===== config.mk =====
export PLATFORM = sky130hd
export DESIGN_NAME = asr_receiver
export DESIGN_NICKNAME = d
export VERILOG_FILES = /design/src/hdl/asr_pkg.sv /design/src/hdl/asr_receiver.sv
export VERILOG_INCLUDE_DIRS = /design/src /design/src/hdl
export SDC_FILE = /design/constraint.sdc
export NUM_CORES = 1
export LEC_CHECK = 0
export ABC_AREA = 1
export BUFFER_PORTS_ARGS = -buffer_cell sky130_fd_sc_hd__buf_2
export CORE_MARGIN = 2
export CORE_UTILIZATION = 30
export DETAILED_ROUTE_END_ITERATION = 12
export SLEW_MARGIN = 20
export SYNTH_ARGS = -nofsm -noshare
export SYNTH_HDL_FRONTEND = slang
export SYNTH_SLANG_ARGS = --single-unit

===== constraint.sdc =====
create_clock -name pclk -period 5.99 [get_ports pclk]
set_clock_uncertainty 0.1 [all_clocks]
set_input_delay 0.8985 -clock pclk [delete_from_list [all_inputs] [get_ports pclk]]
set_output_delay 0.8985 -clock pclk [all_outputs]
set_load 0.05 [all_outputs]

===== src/hdl/asr_regs.svh =====
// Register offsets, reset values and baud timing constants of the serial receiver.
`ifndef ASR_REGS_SVH
`define ASR_REGS_SVH

`define ASR_OFF_CTRL      8'h00
`define ASR_OFF_BAUD_LOW  8'h04
`define ASR_OFF_BAUD_HIGH 8'h08
`define ASR_OFF_STATUS    8'h0C
`define ASR_OFF_DATA      8'h10
`define ASR_OFF_IRQ_STAT  8'h14
`define ASR_OFF_IRQ_MASK  8'h18

`define ASR_IRQ_RX        0
`define ASR_IRQ_OVR       1
`define ASR_IRQ_FERR      2

`define ASR_CTRL_RST      7'h00
`define ASR_BAUD_RST      8'h00
`define ASR_MASK_RST      3'h0

`define ASR_SHIFT_SLOW    6
`define ASR_SHIFT_MID     4
`define ASR_SHIFT_FAST    2

`endif


===== src/hdl/asr_pkg.sv =====
// Types shared by the serial receiver: control word, buffered character and receive states.
package asr_pkg;

   typedef struct packed {
      logic wide_divisor_select;
      logic high_speed_baud_select;
      logic address_detect_enable;
      logic nine_bit_receive_select;
      logic continuous_receive_enable;
      logic sync_mode_select;
      logic serial_port_enable;
   } asr_ctrl_t;

   typedef struct packed {
      logic       ninth;
      logic       ferr;
      logic [7:0] data;
   } asr_char_t;

   typedef enum logic [1:0] {
      ASR_IDLE  = 2'b00,
      ASR_START = 2'b01,
      ASR_DATA  = 2'b10,
      ASR_STOP  = 2'b11
   } asr_state_t;

endpackage


===== src/hdl/asr_receiver.sv =====
// Asynchronous serial receiver with two-character buffer and APB register slave.
//
// Decided for this implementation: the register offsets and the APB slave port.
`include "asr_regs.svh"

module asr_receiver #(
   parameter int CNT_W = 23
) (
   input  wire logic        pclk,
   input  wire logic        presetn,
   input  wire logic        psel,
   input  wire logic        penable,
   input  wire logic        pwrite,
   input  wire logic [7:0]  paddr,
   input  wire logic [31:0] pwdata,
   output logic      [31:0] prdata,
   output logic             pready,
   output logic             pslverr,
   input  wire logic        rx_in,
   output logic             irq
);
   import asr_pkg::*;

   asr_ctrl_t         ctrl_reg, ctrl_next;
   logic [7:0]        baud_lo_reg, baud_lo_next;
   logic [7:0]        baud_hi_reg, baud_hi_next;
   logic [2:0]        mask_reg, mask_next;
   logic [2:0]        ist_reg, ist_next;
   logic              ovr_reg, ovr_next;
   asr_char_t         buf_reg [2];
   asr_char_t         buf_next [2];
   logic              wr_reg, wr_next;
   logic              rd_reg, rd_next;
   logic [1:0]        cnt_reg, cnt_next;
   logic [31:0]       prdata_reg, prdata_next;
   logic              rd_ne_reg, rd_ne_next;

   logic              sync1_reg, sync2_reg, sync3_reg;
   asr_state_t        state_reg, state_next;
   logic [CNT_W-1:0]  tmr_reg, tmr_next;
   logic [3:0]        bitn_reg, bitn_next;
   logic [8:0]        shift_reg, shift_next;

   logic              rx_en;
   logic [CNT_W-1:0]  period;
   logic              done;
   asr_char_t         rx_char;
   logic              accept, push, pop, ovr_set;
   logic              setup, acc_wr, acc_rd, mapped;
   asr_char_t         head;
   logic              nonempty;
   logic [31:0]       rdata;

   // Bit time in pclk cycles: (divisor + 1) times 64, 16 or 4.
   function automatic logic [CNT_W-1:0] bit_period(input asr_ctrl_t c,
                                                   input logic [7:0] lo,
                                                   input logic [7:0] hi);
      logic [16:0] n;
      logic [22:0] p;
      n = c.wide_divisor_select ? ({1'b0, hi, lo} + 17'h00001) : ({9'h000, lo} + 17'h00001);
      if (c.wide_divisor_select && c.high_speed_baud_select) begin
         p = {6'h00, n} << `ASR_SHIFT_FAST;
      end else if (c.wide_divisor_select || c.high_speed_baud_select) begin
         p = {6'h00, n} << `ASR_SHIFT_MID;
      end else begin
         p = {6'h00, n} << `ASR_SHIFT_SLOW;
      end
      return CNT_W'(p);
   endfunction

   function automatic logic is_mapped(input logic [7:0] a);
      return a == `ASR_OFF_CTRL || a == `ASR_OFF_BAUD_LOW || a == `ASR_OFF_BAUD_HIGH ||
             a == `ASR_OFF_STATUS || a == `ASR_OFF_DATA || a == `ASR_OFF_IRQ_STAT ||
             a == `ASR_OFF_IRQ_MASK;
   endfunction

   // Sync mode disables the asynchronous receiver altogether.
   assign rx_en  = ctrl_reg.serial_port_enable && !ctrl_reg.sync_mode_select &&
                   ctrl_reg.continuous_receive_enable;
   assign period = bit_period(ctrl_reg, baud_lo_reg, baud_hi_reg);

   // Receive state machine; the first synchroniser stage feeds only the second.
   always_comb begin
      state_next = state_reg;
      tmr_next   = tmr_reg;
      bitn_next  = bitn_reg;
      shift_next = shift_reg;
      done       = 1'b0;
      if (tmr_reg != '0) begin
         tmr_next = tmr_reg - CNT_W'(1);
      end
      case (state_reg)
         ASR_IDLE: begin
            if (sync3_reg && !sync2_reg) begin
               state_next = ASR_START;
               tmr_next   = (period >> 1) - CNT_W'(1);
            end
         end
         ASR_START: begin
            // A start bit that is high again at mid-bit is treated as a glitch.
            if (tmr_reg == '0) begin
               state_next = sync2_reg ? ASR_IDLE : ASR_DATA;
               tmr_next   = period - CNT_W'(1);
               bitn_next  = 4'h0;
            end
         end
         ASR_DATA: begin
            if (tmr_reg == '0) begin
               shift_next = {sync2_reg, shift_reg[8:1]};
               tmr_next   = period - CNT_W'(1);
               bitn_next  = bitn_reg + 4'h1;
               if (bitn_reg == (ctrl_reg.nine_bit_receive_select ? 4'h8 : 4'h7)) begin
                  state_next = ASR_STOP;
               end
            end
         end
         ASR_STOP: begin
            if (tmr_reg == '0) begin
               done       = 1'b1;
               state_next = ASR_IDLE;
            end
         end
         default: begin
            state_next = ASR_IDLE;
         end
      endcase
      if (!rx_en) begin
         state_next = ASR_IDLE;
         done       = 1'b0;
      end
   end

   always_ff @(posedge pclk or negedge presetn) begin
      if (!presetn) begin
         sync1_reg <= 1'b1;
         sync2_reg <= 1'b1;
         sync3_reg <= 1'b1;
         state_reg <= ASR_IDLE;
         tmr_reg   <= '0;
         bitn_reg  <= 4'h0;
         shift_reg <= 9'h000;
      end else begin
         sync1_reg <= rx_in;
         sync2_reg <= sync1_reg;
         sync3_reg <= sync2_reg;
         state_reg <= state_next;
         tmr_reg   <= tmr_next;
         bitn_reg  <= bitn_next;
         shift_reg <= shift_next;
      end
   end

   // The shift register fills from the top, so 8-bit characters sit one place higher.
   always_comb begin
      rx_char.ninth = ctrl_reg.nine_bit_receive_select ? shift_reg[8] : 1'b0;
      rx_char.data  = ctrl_reg.nine_bit_receive_select ? shift_reg[7:0] : shift_reg[8:1];
      rx_char.ferr  = !sync2_reg;
   end

   // No address compare here: software inspects each address character itself.
   assign accept  = done && !(ctrl_reg.address_detect_enable && ctrl_reg.nine_bit_receive_select &&
                              !rx_char.ninth);
   assign push    = accept && !ovr_reg && cnt_reg != 2'h2;
   assign ovr_set = accept && !ovr_reg && cnt_reg == 2'h2;

   assign head     = buf_reg[rd_reg];
   assign nonempty = cnt_reg != 2'h0;
   assign setup    = psel && !penable;
   assign acc_wr   = psel && penable && pwrite;
   assign acc_rd   = psel && penable && !pwrite;
   assign mapped   = is_mapped(paddr);
   assign pop      = acc_rd && paddr == `ASR_OFF_DATA && rd_ne_reg;

   // Read data is captured at the end of the setup cycle, so side effects only touch what was reported.
   always_comb begin
      rdata = 32'h00000000;
      case (paddr)
         `ASR_OFF_CTRL:      rdata = {25'h0000000, ctrl_reg};
         `ASR_OFF_BAUD_LOW:  rdata = {24'h000000, baud_lo_reg};
         `ASR_OFF_BAUD_HIGH: rdata = {24'h000000, baud_hi_reg};
         `ASR_OFF_STATUS: begin
            rdata[0] = nonempty && (head.ninth || (ctrl_reg.address_detect_enable &&
                                                   ctrl_reg.nine_bit_receive_select));
            rdata[1] = nonempty && head.ferr;
            rdata[2] = ovr_reg;
            rdata[3] = nonempty;
            rdata[4] = state_reg != ASR_IDLE;
         end
         `ASR_OFF_DATA:      rdata = nonempty ? {24'h000000, head.data} : 32'h00000000;
         `ASR_OFF_IRQ_STAT:  rdata = {29'h00000000, ist_reg};
         `ASR_OFF_IRQ_MASK:  rdata = {29'h00000000, mask_reg};
         default:            rdata = 32'h00000000;
      endcase
   end

   always_comb begin
      ctrl_next    = ctrl_reg;
      baud_lo_next = baud_lo_reg;
      baud_hi_next = baud_hi_reg;
      mask_next    = mask_reg;
      buf_next     = buf_reg;
      wr_next      = wr_reg;
      rd_next      = rd_reg;
      prdata_next  = setup ? rdata : prdata_reg;
      rd_ne_next   = setup ? nonempty : rd_ne_reg;
      if (acc_wr) begin
         case (paddr)
            `ASR_OFF_CTRL:      ctrl_next    = asr_ctrl_t'(pwdata[6:0]);
            `ASR_OFF_BAUD_LOW:  baud_lo_next = pwdata[7:0];
            `ASR_OFF_BAUD_HIGH: baud_hi_next = pwdata[7:0];
            `ASR_OFF_IRQ_MASK:  mask_next    = pwdata[2:0];
            default:            ctrl_next    = ctrl_reg;
         endcase
      end
      if (push) begin
         buf_next[wr_reg] = rx_char;
         wr_next          = !wr_reg;
      end
      if (pop) begin
         rd_next = !rd_reg;
      end
      cnt_next = cnt_reg + {1'b0, push} - {1'b0, pop};
      ovr_next = ovr_reg;
      if (ovr_set) begin
         ovr_next = 1'b1;
      end
      if (!ctrl_reg.continuous_receive_enable) begin
         ovr_next = 1'b0;
      end
      ist_next = ist_reg;
      if (acc_rd && paddr == `ASR_OFF_IRQ_STAT) begin
         ist_next = ist_reg & ~prdata_reg[2:0];
      end
      // New events are ORed in last, so a set wins over a read clear in the same cycle.
      ist_next[`ASR_IRQ_RX]   = ist_next[`ASR_IRQ_RX] | push;
      ist_next[`ASR_IRQ_OVR]  = ist_next[`ASR_IRQ_OVR] | ovr_set;
      ist_next[`ASR_IRQ_FERR] = ist_next[`ASR_IRQ_FERR] | (push && rx_char.ferr);
   end

   always_ff @(posedge pclk or negedge presetn) begin
      if (!presetn) begin
         ctrl_reg    <= asr_ctrl_t'(`ASR_CTRL_RST);
         baud_lo_reg <= `ASR_BAUD_RST;
         baud_hi_reg <= `ASR_BAUD_RST;
         mask_reg    <= `ASR_MASK_RST;
         ist_reg     <= 3'h0;
         ovr_reg     <= 1'b0;
         buf_reg[0]  <= '0;
         buf_reg[1]  <= '0;
         wr_reg      <= 1'b0;
         rd_reg      <= 1'b0;
         cnt_reg     <= 2'h0;
         prdata_reg  <= 32'h00000000;
         rd_ne_reg   <= 1'b0;
      end else begin
         ctrl_reg    <= ctrl_next;
         baud_lo_reg <= baud_lo_next;
         baud_hi_reg <= baud_hi_next;
         mask_reg    <= mask_next;
         ist_reg     <= ist_next;
         ovr_reg     <= ovr_next;
         buf_reg     <= buf_next;
         wr_reg      <= wr_next;
         rd_reg      <= rd_next;
         cnt_reg     <= cnt_next;
         prdata_reg  <= prdata_next;
         rd_ne_reg   <= rd_ne_next;
      end
   end

   assign prdata  = prdata_reg;
   assign pready  = 1'b1;
   assign pslverr = psel && penable && !mapped;
   assign irq     = |(ist_reg & mask_reg);
endmodule


# After elaboration in Yosys (flattened, before gate mapping)
# Cells that the tools add are included.
totals:
  ff_bits: 128
  inputBits: 46
  output_inout_bits: 35
  wordCells: 161
classes:
  n_addsub: 8
  order_cmp: 3
  n_eq_ne: 20
  n_mux: 36
  n_bitwise: 8
  n_reduce_logical: 56
ops:
  columns: ["op", "count"]
  rows:
  - ["two-way mux 23 bit", 5]
  - ["one-hot mux 23 bit (2 select lines)", 1]
  - ["subtractor 23 x 1 -> 23 bit, second input constant", 2]
  - ["two-way mux 10 bit", 4]
  - ["one-hot mux 5 bit (7 select lines)", 1]
  - ["== test 8 x 5 -> 1 bit, second input constant", 3]
  - ["zero test 23 bit", 1]
  - ["nonzero test 23 bit", 1]
  - ["subtractor 22 x 1 -> 23 bit, second input constant", 1]
  - ["logical AND 1 bit", 22]
  - ["bitwise mux 20 bit", 1]
  - ["adder 16 x 1 -> 17 bit, second input constant", 1]
  - ["two-way mux 17 bit", 1]
  - ["== test 8 x 4 -> 1 bit, second input constant", 2]
  - ["two-way mux 8 bit", 2]
  - ["inequality test 3 bit, second input constant", 5]
  - ["two-way mux 2 bit", 7]
  - ["two-way mux 4 bit", 3]
  - ["one-hot mux 3 bit (4 select lines)", 1]
  - ["demux 10 bit (select 1 bit)", 1]
  - ["zero test 1 bit", 10]
  - ["AND reduction 2 bit", 5]
  - ["adder 8 x 1 -> 9 bit, second input constant", 1]
  - ["== test 8 x 3 -> 1 bit, second input constant", 1]
  - ["other kinds (26)", 49]

# Longest topological paths before layout
# Gate-level depths: netlist (run 1).
logic_depth:
  depth_word: 9
  ltp_mapped: 19
  mapped_depth_nobuf: 18

# Worst setup path before layout (run 1)
# OpenSTA, ideal clock, no wires.
synth_path:
  kind: "input port to output port"
  from: "in paddr[1]"
  to: "out pslverr"
  arrival_time_ns: 1.750
  required_ns: 4.992
  path_slack_ns: 3.241
  path_stages: 4
  path_cell_list: "nor2_1 > inv_1 > a311oi_1 > nor2_1"
synth_between:
  elab_chain_len: 9
  word_cells_on_any_way: 15
  classes_between: "eq/ne (6); reduce/logical (9)"
synth_rtl:
  columns: ["item", "line_no", "rtl"]
  rows:
  - ["start: declaration", "asr_receiver.sv:14", "input wire logic [7:0] paddr,"]
  - ["== test 8 x 3 -> 1 bit or zero test 8 bit (tied branches)", null, null]
  - ["logical OR 1 bit (no line) (5 in series)", null, null]
  - ["logical OR 1 bit (no line) *", null, null]
  - ["zero test 1 bit *", "asr_receiver.sv:273", "assign pslverr = psel && penable && !mapped;"]
  - ["logical AND 1 bit *", "asr_receiver.sv:273", null]
  - ["end: declaration", "asr_receiver.sv:18", "output logic pslverr,"]
# Mark *: on every way between the ends. The rest lies on a longest branch, timed or not.

# Final worst setup path (run 1)
layout_path:
  from: "reg state_reg[1]"
  to: "reg cnt_reg[1]"
layout_between:
  elab_chain_len: 8
layout_rtl:
  columns: ["item", "line_no", "rtl"]
  rows:
  - ["start: declaration", "asr_receiver.sv:39", "asr_state_t state_reg, state_next;"]
  - ["start signal: assignment", "asr_receiver.sv:146", "state_reg <= state_next;"]
  - ["== test 2 bit", "asr_receiver.sv:92", "case (state_reg)"]
  - ["two-way mux 1 bit", "asr_receiver.sv:92", null]
  - ["two-way mux 1 bit", "asr_receiver.sv:127", "if (!rx_en) begin"]
  - ["logical AND 1 bit", "asr_receiver.sv:161", "assign accept = done && !(ctrl_reg.address_detect_enable && ctrl_reg.nine_bit_receive_select &&"]
  - ["logical AND 1 bit (2 in series)", "asr_receiver.sv:163", "assign push = accept && !ovr_reg && cnt_reg != 2'h2;"]
  - ["adder 2 x 1 -> 2 bit", "asr_receiver.sv:222", "cnt_next = cnt_reg + {1'b0, push} - {1'b0, pop};"]
  - ["subtractor 2 x 1 -> 2 bit", "asr_receiver.sv:222", null]
  - ["via cnt_next[1]", "asr_receiver.sv:34", "logic [1:0] cnt_reg, cnt_next;"]
  - ["end signal: assignment", "asr_receiver.sv:265", "cnt_reg <= cnt_next;"]
  - ["end: declaration", "asr_receiver.sv:34", null]
# The timed path passes the listed nets, and every way through them passes these cells.
# A chain may end at the register's enable or synchronous reset.

==> metrics.md, run 1 <==
| Metric | Value |
|---|---|
| Iter 0 DRT Violations | `375` |
| Fillers | `2557` |
| Yosys reg bits | `104` |
| Max reg flops | `23` |
| Internal | `1.187 mW` |
| Ant. Diodes | `0` |
| Total net switching power | `0.5928 mW` |
| Post-DP HPWL | `13.75 mm` |
| Max Clock Freq | `0.3254 GHz` |
| P per Cell Area | `224.6 nW/um^2` |
| Reg2Reg Depth | `11` |
| Netlist cell types | `53` |
| Avg WL per Cell | `12.85 um` |
| Root Driver | `clkbuf_16` |
| Pin count of the biggest net entering global routing | `57` |
| Post-synth EDFFs | `0` |
| Headroom to the max-slew limit | `0.2872` |
| # DRC | `0` |
| Final setup fails | `0` |
| WS Path Type | `reg2reg` |
| Die Y | `159.5 um` |
| Post-synthesis simple-gate area fraction | `0.3386` |
| Async SR Flop Fraction | `1.000` |
| Final Cell Area | `7924 um^2` |
| Io pins | `81` |
| Via count of the first global-routing pass | `6324` |
| Reg2reg start | `state_reg[1]` |
| Minimum clock period | `3.073 ns` |
| Register area | `2606 um^2` |
| CTS HTree Levels | `3` |
| Endpoint class of the critical path | `register` |
| Pin slew with the least headroom to its limit | `1.065 ns` |
| Synth Area in Adders | `0.02069` |
| Fin. Hold Viols | `0` |
| Worst-path maximum fanout | `21` |
| Placed insts | `1361` |
| Yosys warning total | `0` |
| IO buf count | `31` |
| Leakage dissipation | `4.235 nW` |
| Syn-to-layout area delta | `9.190%` |
| GRT Overall Usage | `0.1458` |
| Ys flop type | `dfrtp_1` |
| CTS Hold Bufs | `0` |
| Clock transition at path regs | `0.07 ns` |
| Class of the worst hold path | `reg2reg` |
| Initial Utilization | `0.3073` |
| First-pass GRT wire length | `30.47 mm` |
| Die area | `25450 um^2` |
| Synth Area in XOR/XNOR | `0.01810` |
| HP Start | `sync1_reg` |
| Post-CTS Resized | `0` |
| Pre-CTS setup slack | `2.898 ns` |
| Non-filler cells, final | `1377` |
| Clock latency at the later pin of the worst-skew pair | `0.36 ns` |
| Share of cells above drive strength 1 | `0.1144` |
| PnR worst setup slack | `2.917 ns` |
| Flop pwr share | `0.439` |
| CP required | `6.14 ns` |
| Hold path depth | `0` |
| WHS Endpoint | `sync2_reg` |
| Via Count | `6460` |
| Site Rows | `56` |
| WL final | `17.70 mm` |
| Worst R2R Setup Slack | `2.92 ns` |
| Final ANT Viol Nets | `0` |
| Utilization after layout | `0.3356` |
| Largest family of logic cells by synthesized area | `simple AND/OR/NAND/NOR gates` |
| Multiplexer area fraction after synthesis | `0.02224` |
| Final Cycle Share | `0.5130` |
| Startpoint types | `register` |
| Sink Count | `104` |
| Drt pass-1 iters | `5` |
| Status | `finished clean` |
| Core Area | `23610 um^2` |
| VDD IR-drop max | `0.1367 mV` |
| Max clock buf depth | `2` |
| Syn avg cell area | `7.039 um^2` |
| Total congestion overflow | `0` |
| Seq/Total Area, Yosys | `0.3591` |
| CTS tree | `yes` |
| Mapped Area | `7257 um^2` |
| Clk pwr share | `0.358` |
| Net Sw Frac | `0.3331` |
| Placed Area | `7610 um^2` |
| Nets | `1111` |
| Setup_tns | `0 ns` |
| GPL Wtd Cong | `0.8560` |
| RSZ-0062 raised after global routing | `no` |
| Final Slew Violations | `0` |
| Die X | `159.5 um` |
| Post-CTS Setup Inserts | `0` |
| Max-Cap Viols | `0` |
| Post-synthesis compound-gate area fraction | `0.1148` |
| Cells after synthesis | `1031` |
| RR Endpoint | `cnt_reg[1]` |
| Antenna violations before repair | `0` |
| Worst EP arrival | `3.22 ns` |
| CTS buffer count | `9` |
| Vias/cell | `4.691` |
| Area of the multi-input gates | `3827 um^2` |
| Gate power share | `0.203` |
==> power by group through the flow <==
stage          logic [mW]  clock network [mW]  registers, mW
6_report            0.361               0.637          0.782
5_1_grt             0.413               0.684          0.788
4_1_cts             0.361               0.653          0.781
3_5_place_dp        0.359                   0          0.794
3_3_place_gp        0.355                   0          0.794
2_1_floorplan       0.292                   0          0.790
==> cells in the final DEF (no fill, tap or decap), types with 4 or more instances in the layout <==
cell / Yosys / routed
nor3_1: 11 / 11
mux2i_1: 15 / 15
o21ai_0: 75 / 75
conb_1: 2 / 25
inv_1: 148 / 148
buf_2: 2 / 30
inv_2: 11 / 11
nand4_1: 20 / 20
nand2_1: 262 / 262
nand2_2: 17 / 17
xor2_1: 9 / 9
dfrtp_1: 101 / 101
ha_1: 12 / 12
nor2_4: 11 / 11
nor2_1: 84 / 84
nand3_1: 89 / 89
xnor2_1: 6 / 6
o22ai_1: 14 / 14
nand3_2: 7 / 7
o21ai_1: 4 / 4
nor2_2: 14 / 14
a21oi_1: 28 / 28
clkbuf_16: 0 / 9
a211oi_1: 4 / 4
==> area by class of cell <==
| class | instances | share of cell area |
|---|---|---|
| multi-input combinational | 744 | 0.4830 |
| sequential | 104 | 0.3289 |
| inverter | 161 | 0.07627 |
| tap | 319 | 0.05037 |
| clock buffer | 9 | 0.02842 |
| timing repair buffer | 33 | 0.02179 |
| clock inverter | 7 | 0.01121 |
==> critical path, cell delays in order (launching register included) <==
cell	delay (ns)
dfrtp_1	0.40
ha_1	0.43
inv_1	0.41
nor4_1	0.45
inv_1	0.14
nor3_1	0.20
inv_1	0.07
ha_1	0.27
inv_1	0.04
ha_1	0.18
xnor2_1	0.13
xor2_1	0.14
==> metrics by stage <==
stage                     total power [mW]  hold WS [ns]
after floorplan                      1.082        0.2452
after global placement               1.149        0.2475
after detailed placement             1.154        0.2468
after CTS                            1.796        0.2575
after global routing                 1.886        0.2592
final                                1.780        0.2565
==> routing by layer <==
layer | global-route usage | up-vias | part of all wire
met4 | 0.04587 | 0 | 0.015
met2 | 0.2471 | 98 | 0.48
met1 | 0.1923 | 3023 | 0.48
met5 | 0 | - | 0
li1 | - | 3321 | -
met3 | 0.01980 | 18 | 0.028
==> how the worst max path moves through the flow <==
stage / start / end / slack [ns] / cells after the start
after floorplan: paddr[1] / pslverr / 3.24 / 4
after global placement: state_reg[1] / cnt_reg[1] / 2.99 / 11
after detailed placement: state_reg[1] / cnt_reg[1] / 2.90 / 11
after CTS: state_reg[0] / cnt_reg[1] / 2.90 / 11
after global routing: state_reg[1] / cnt_reg[1] / 2.67 / 11
final: state_reg[1] / cnt_reg[1] / 2.92 / 11
==> Yosys cell counts, drive strengths merged, types with 2 or more instances <==
| library cell | number | area share |
|---|---|---|
| o211ai | 2 | 0.0021 |
| o221ai | 2 | 0.0024 |
| mux2i | 15 | 0.021 |
| clkinv | 2 | 0.0010 |
| nand4 | 20 | 0.017 |
| xnor2 | 6 | 0.0072 |
| xor2 | 9 | 0.011 |
| dfstp | 3 | 0.011 |
| conb | 2 | 0.0010 |
| o22ai | 14 | 0.012 |
| dfrtp | 101 | 0.35 |
| clkbuf | 13 | 0.0081 |
| buf | 32 | 0.034 |
| a221oi | 3 | 0.0036 |
| o21ai | 79 | 0.054 |
| a311oi | 2 | 0.0024 |
| nor3 | 12 | 0.0098 |
| nand3 | 96 | 0.071 |
| or2 | 3 | 0.0026 |
| ha | 12 | 0.021 |
| a32o | 2 | 0.0028 |
| nor2 | 111 | 0.078 |
| a21oi | 29 | 0.021 |
| nor4 | 3 | 0.0026 |
| a211oi | 4 | 0.0041 |
| inv | 159 | 0.082 |
| nand2 | 281 | 0.15 |
| nand3b | 3 | 0.0031 |
==> kinds of logic (layout without fill, tap and decap cells) <==
kind of cell	after synthesis	count (layout)
buffers and inverters	206	210
and+or+nand+nor	530	530
other	2	25
xor gates and xnor gates	15	15
AOI/OAI and AO/OA	146	146
DFF	104	104
adders and majority gates	12	12
muxes	16	16
No activity file was read; power rests on OpenSTA's default activity.
==> inputs of run 2 (changes only) <==
==> constraint.sdc (replaced) <==
create_clock -name pclk -period 2.6 [get_ports pclk]
set_clock_uncertainty 0.1 [all_clocks]
set_input_delay 0.39 -clock pclk [delete_from_list [all_inputs] [get_ports pclk]]
set_output_delay 0.39 -clock pclk [all_outputs]
set_load 0.05 [all_outputs]
==> run 2 against run 1 <==
Effect of this change: worst hold slack worse by 0.060 ns; via count rose by 1.7%; wire length grew 2.9%; fmax grew 25%; global-route usage grew 0.27 points; largest power group unchanged.
==> metrics.md, run 2 (same netlist as run 1, synthesis figures left out) <==
| Metric | Value |
|---|---|
| Drt pass-1 iters | `6 (+1)` |
| # DRC | `0 (unchanged)` |
| Via count of the first global-routing pass | `6414 (+1.4%)` |
| Via Count | `6567 (+1.7%)` |
| GRT Overall Usage | `0.1485 (+0.002746)` |
| Antenna violations before repair | `0 (unchanged)` |
| Max-Cap Viols | `0 (unchanged)` |
| Pin slew with the least headroom to its limit | `0.5156 ns (-0.5497 ns)` |
| Nets | `1144 (+3.0%)` |
| Final Slew Violations | `0 (unchanged)` |
| Leakage dissipation | `4.402 nW (+4.0%)` |
| Clock transition at path regs | `0.09 ns (+0.02 ns)` |
| Critical-path top delay cell | `dfrtp_1` |
| Final Cell Area | `8308 um^2 (+4.8%)` |
| Total power | `4.238 mW (+140%)` |
| Crit path cell chain | `nor2_2 > nand2_1 > nor2_4 > nand4_1 > nor2_4 > nand2_4 > nor3_2 > inv_1 > ha_1 > inv_1 > ha_1 > xnor2_1 > xor2_1` |
| P per Cell Area | `510.1 nW/um^2 (+130%)` |
| Most common cell after layout, fill and taps aside | `nand2_1` |
| Fillers | `2555 (-0.078%)` |
| Placed Area | `7840 um^2 (+3.0%)` |
| Share of cells above drive strength 1 | `0.1586 (+0.04420)` |
| Critical Path Start | `tmr_reg[3]` |
| Ant. Diodes | `0 (unchanged)` |
| Site Rows | `56 (unchanged)` |
| Core Area | `23610 um^2 (unchanged)` |
| Final ANT Viol Nets | `0 (unchanged)` |
| CP required | `2.80 ns (-3.34 ns)` |
| WS Path Type | `reg2reg` |
| Min Hold Slack | `0.1966 ns (-0.05994 ns)` |
| Register area | `2615 um^2 (+0.34%)` |
| Worst-path maximum fanout | `4 (-81%)` |
| Io pins | `81 (unchanged)` |
| WP buf/inv | `2 (-2)` |
| Post-DP HPWL | `14.22 mm (+3.4%)` |
| Internal | `2.762 mW (+130%)` |
| Final Cycle Share | `0.9467 (+0.4337)` |
| WL final | `18.21 mm (+2.9%)` |
| GPL Wtd Cong | `0.8520 (-0.47%)` |
| Die X | `159.5 um (unchanged)` |
| Die area | `25450 um^2 (unchanged)` |
| Net Sw Frac | `0.3483 (+0.01529)` |
| Class of the worst hold path | `in2reg` |
| Headroom to the max-slew limit | `0.6531 (+0.3659)` |
| Max reg flops | `23 (unchanged)` |
| Most frequent cells in the layout | `nand2_1 (260), inv_1 (146), dfrtp_1 (94)` |
| Reg2reg start | `tmr_reg[3]` |
| Flop pwr share | `0.426 (-0.013)` |
| Pin count of the biggest net entering global routing | `80 (+40%)` |
| Sink Count | `104 (unchanged)` |
| Cell family with most CP delay | `simple AND/OR/NAND/NOR gates` |
| Max Clock Freq | `0.4063 GHz (+25%)` |
| First-pass GRT wire length | `31.19 mm (+2.4%)` |
| HP Start | `pwdata[7]` |
| Fin. Hold Viols | `0 (unchanged)` |
| Total net switching power | `1.476 mW (+150%)` |
| Total congestion overflow | `0 (unchanged)` |
| Avg WL per Cell | `12.91 um (+0.45%)` |
| CTS HTree Levels | `3 (unchanged)` |
| Startpoint types | `register` |
| Gate power share | `0.226 (+0.023)` |
| Clock latency at the later pin of the worst-skew pair | `0.37 ns (about the same)` |
| Vias/cell | `4.657 (-0.72%)` |
| Peak per-stage delay on the critical path | `0.41 ns (-0.04 ns)` |
| Worst R2R Setup Slack | `0.14 ns (-2.78 ns)` |
| Endpoint class of the critical path | `register` |
| Area of the multi-input gates | `3930 um^2 (+2.7%)` |
| Final setup fails | `0 (unchanged)` |
| VDD IR-drop max | `0.2895 mV (+110%)` |
| Max clock buf depth | `2 (unchanged)` |
| CTS tree | `yes` |
| Minimum clock period | `2.462 ns (-0.6114 ns)` |
| Worst EP arrival | `2.66 ns (-0.56 ns)` |
| Initial Utilization | `0.3073 (unchanged)` |
| Clk pwr share | `0.348 (-0.010)` |
| CTS buffer count | `9 (unchanged)` |
| Utilization after layout | `0.3518 (+0.01627)` |
| IO buf count | `31 (unchanged)` |
| Status | `finished clean` |
| Root Driver | `clkbuf_16` |
| Syn-to-layout area delta | `14.48%` |
| Iter 0 DRT Violations | `352 (-6.1%)` |
| Die Y | `159.5 um (unchanged)` |
==> run 2: changes by cell type in the layout (fill, tap and decap cells not counted), sizes merged <==
cell	before	now
buf	33	64
clkinv	4	3
bufinv	1	0
inv	163	165
dlygate4sd3	0	2
==> run 2: tightest hold or removal path: cells and delay by family <==
family          cells  cell delay [ns]
compound gates      1             0.07
buf+inv             2             0.14
==> run 2: power groups by stage <==
stage	Clock, mW	Combinational [mW]	Sequential (mW)
after floorplan	0	0.673	1.82
after CTS	1.52	0.919	1.80
after global routing	1.58	1.08	1.82
after detailed placement	0	0.912	1.83
final	1.48	0.957	1.81
after global placement	0	0.898	1.83
==> run 2: area by class of cell <==
class                   count  share of cell area
multi-input cells         744              0.4730
clock inverters             7             0.01160
well taps                 319             0.04804
inverters                 161             0.07274
clock buffers               9             0.02711
flip-flops and latches    104              0.3148
repair buffers             66             0.05271
==> run 2: final timing paths <==
check	cells past startpoint	endpoint
max	13	cnt_reg[1]
min	3	baud_hi_reg[7]
max reg2reg	13	cnt_reg[1]
min reg2reg	0	sync2_reg
max in group asynchronous	3	ctrl_reg[5]
min in group asynchronous	2	buf_reg[4]
==> run 2: what timing repair did <==
action / in CTS / in global routing
setup endpoints to repair: 0 / 23
hold buffers: 2 / 0
hold endpoints to repair: 24 / 0
setup buffers: 0 / 2
resized for setup: 0 / 31
==> run 2: layer usage <==
| layer | GRT usage | vias up | routed length, um |
|---|---|---|---|
| li1 | - | 3388 | - |
| met1 | 0.1910 | 3069 | 8544 |
| met2 | 0.2578 | 90 | 8878 |
| met3 | 0.02709 | 20 | 567 |
| met4 | 0.03554 | 0 | 214 |
| met5 | 0 | - | 0 |
==> run 2: through the flow <==
stage,setup slack [ns],instances,setup TNS (ns)
6_report,0.1385,1410,0
4_1_cts,0.01114,1408,0
3_3_place_gp,0.08268,1390,0
5_1_grt,-0.009808,1410,-0.01750
2_1_floorplan,0.2397,1054,0
3_5_place_dp,0.002716,1390,0
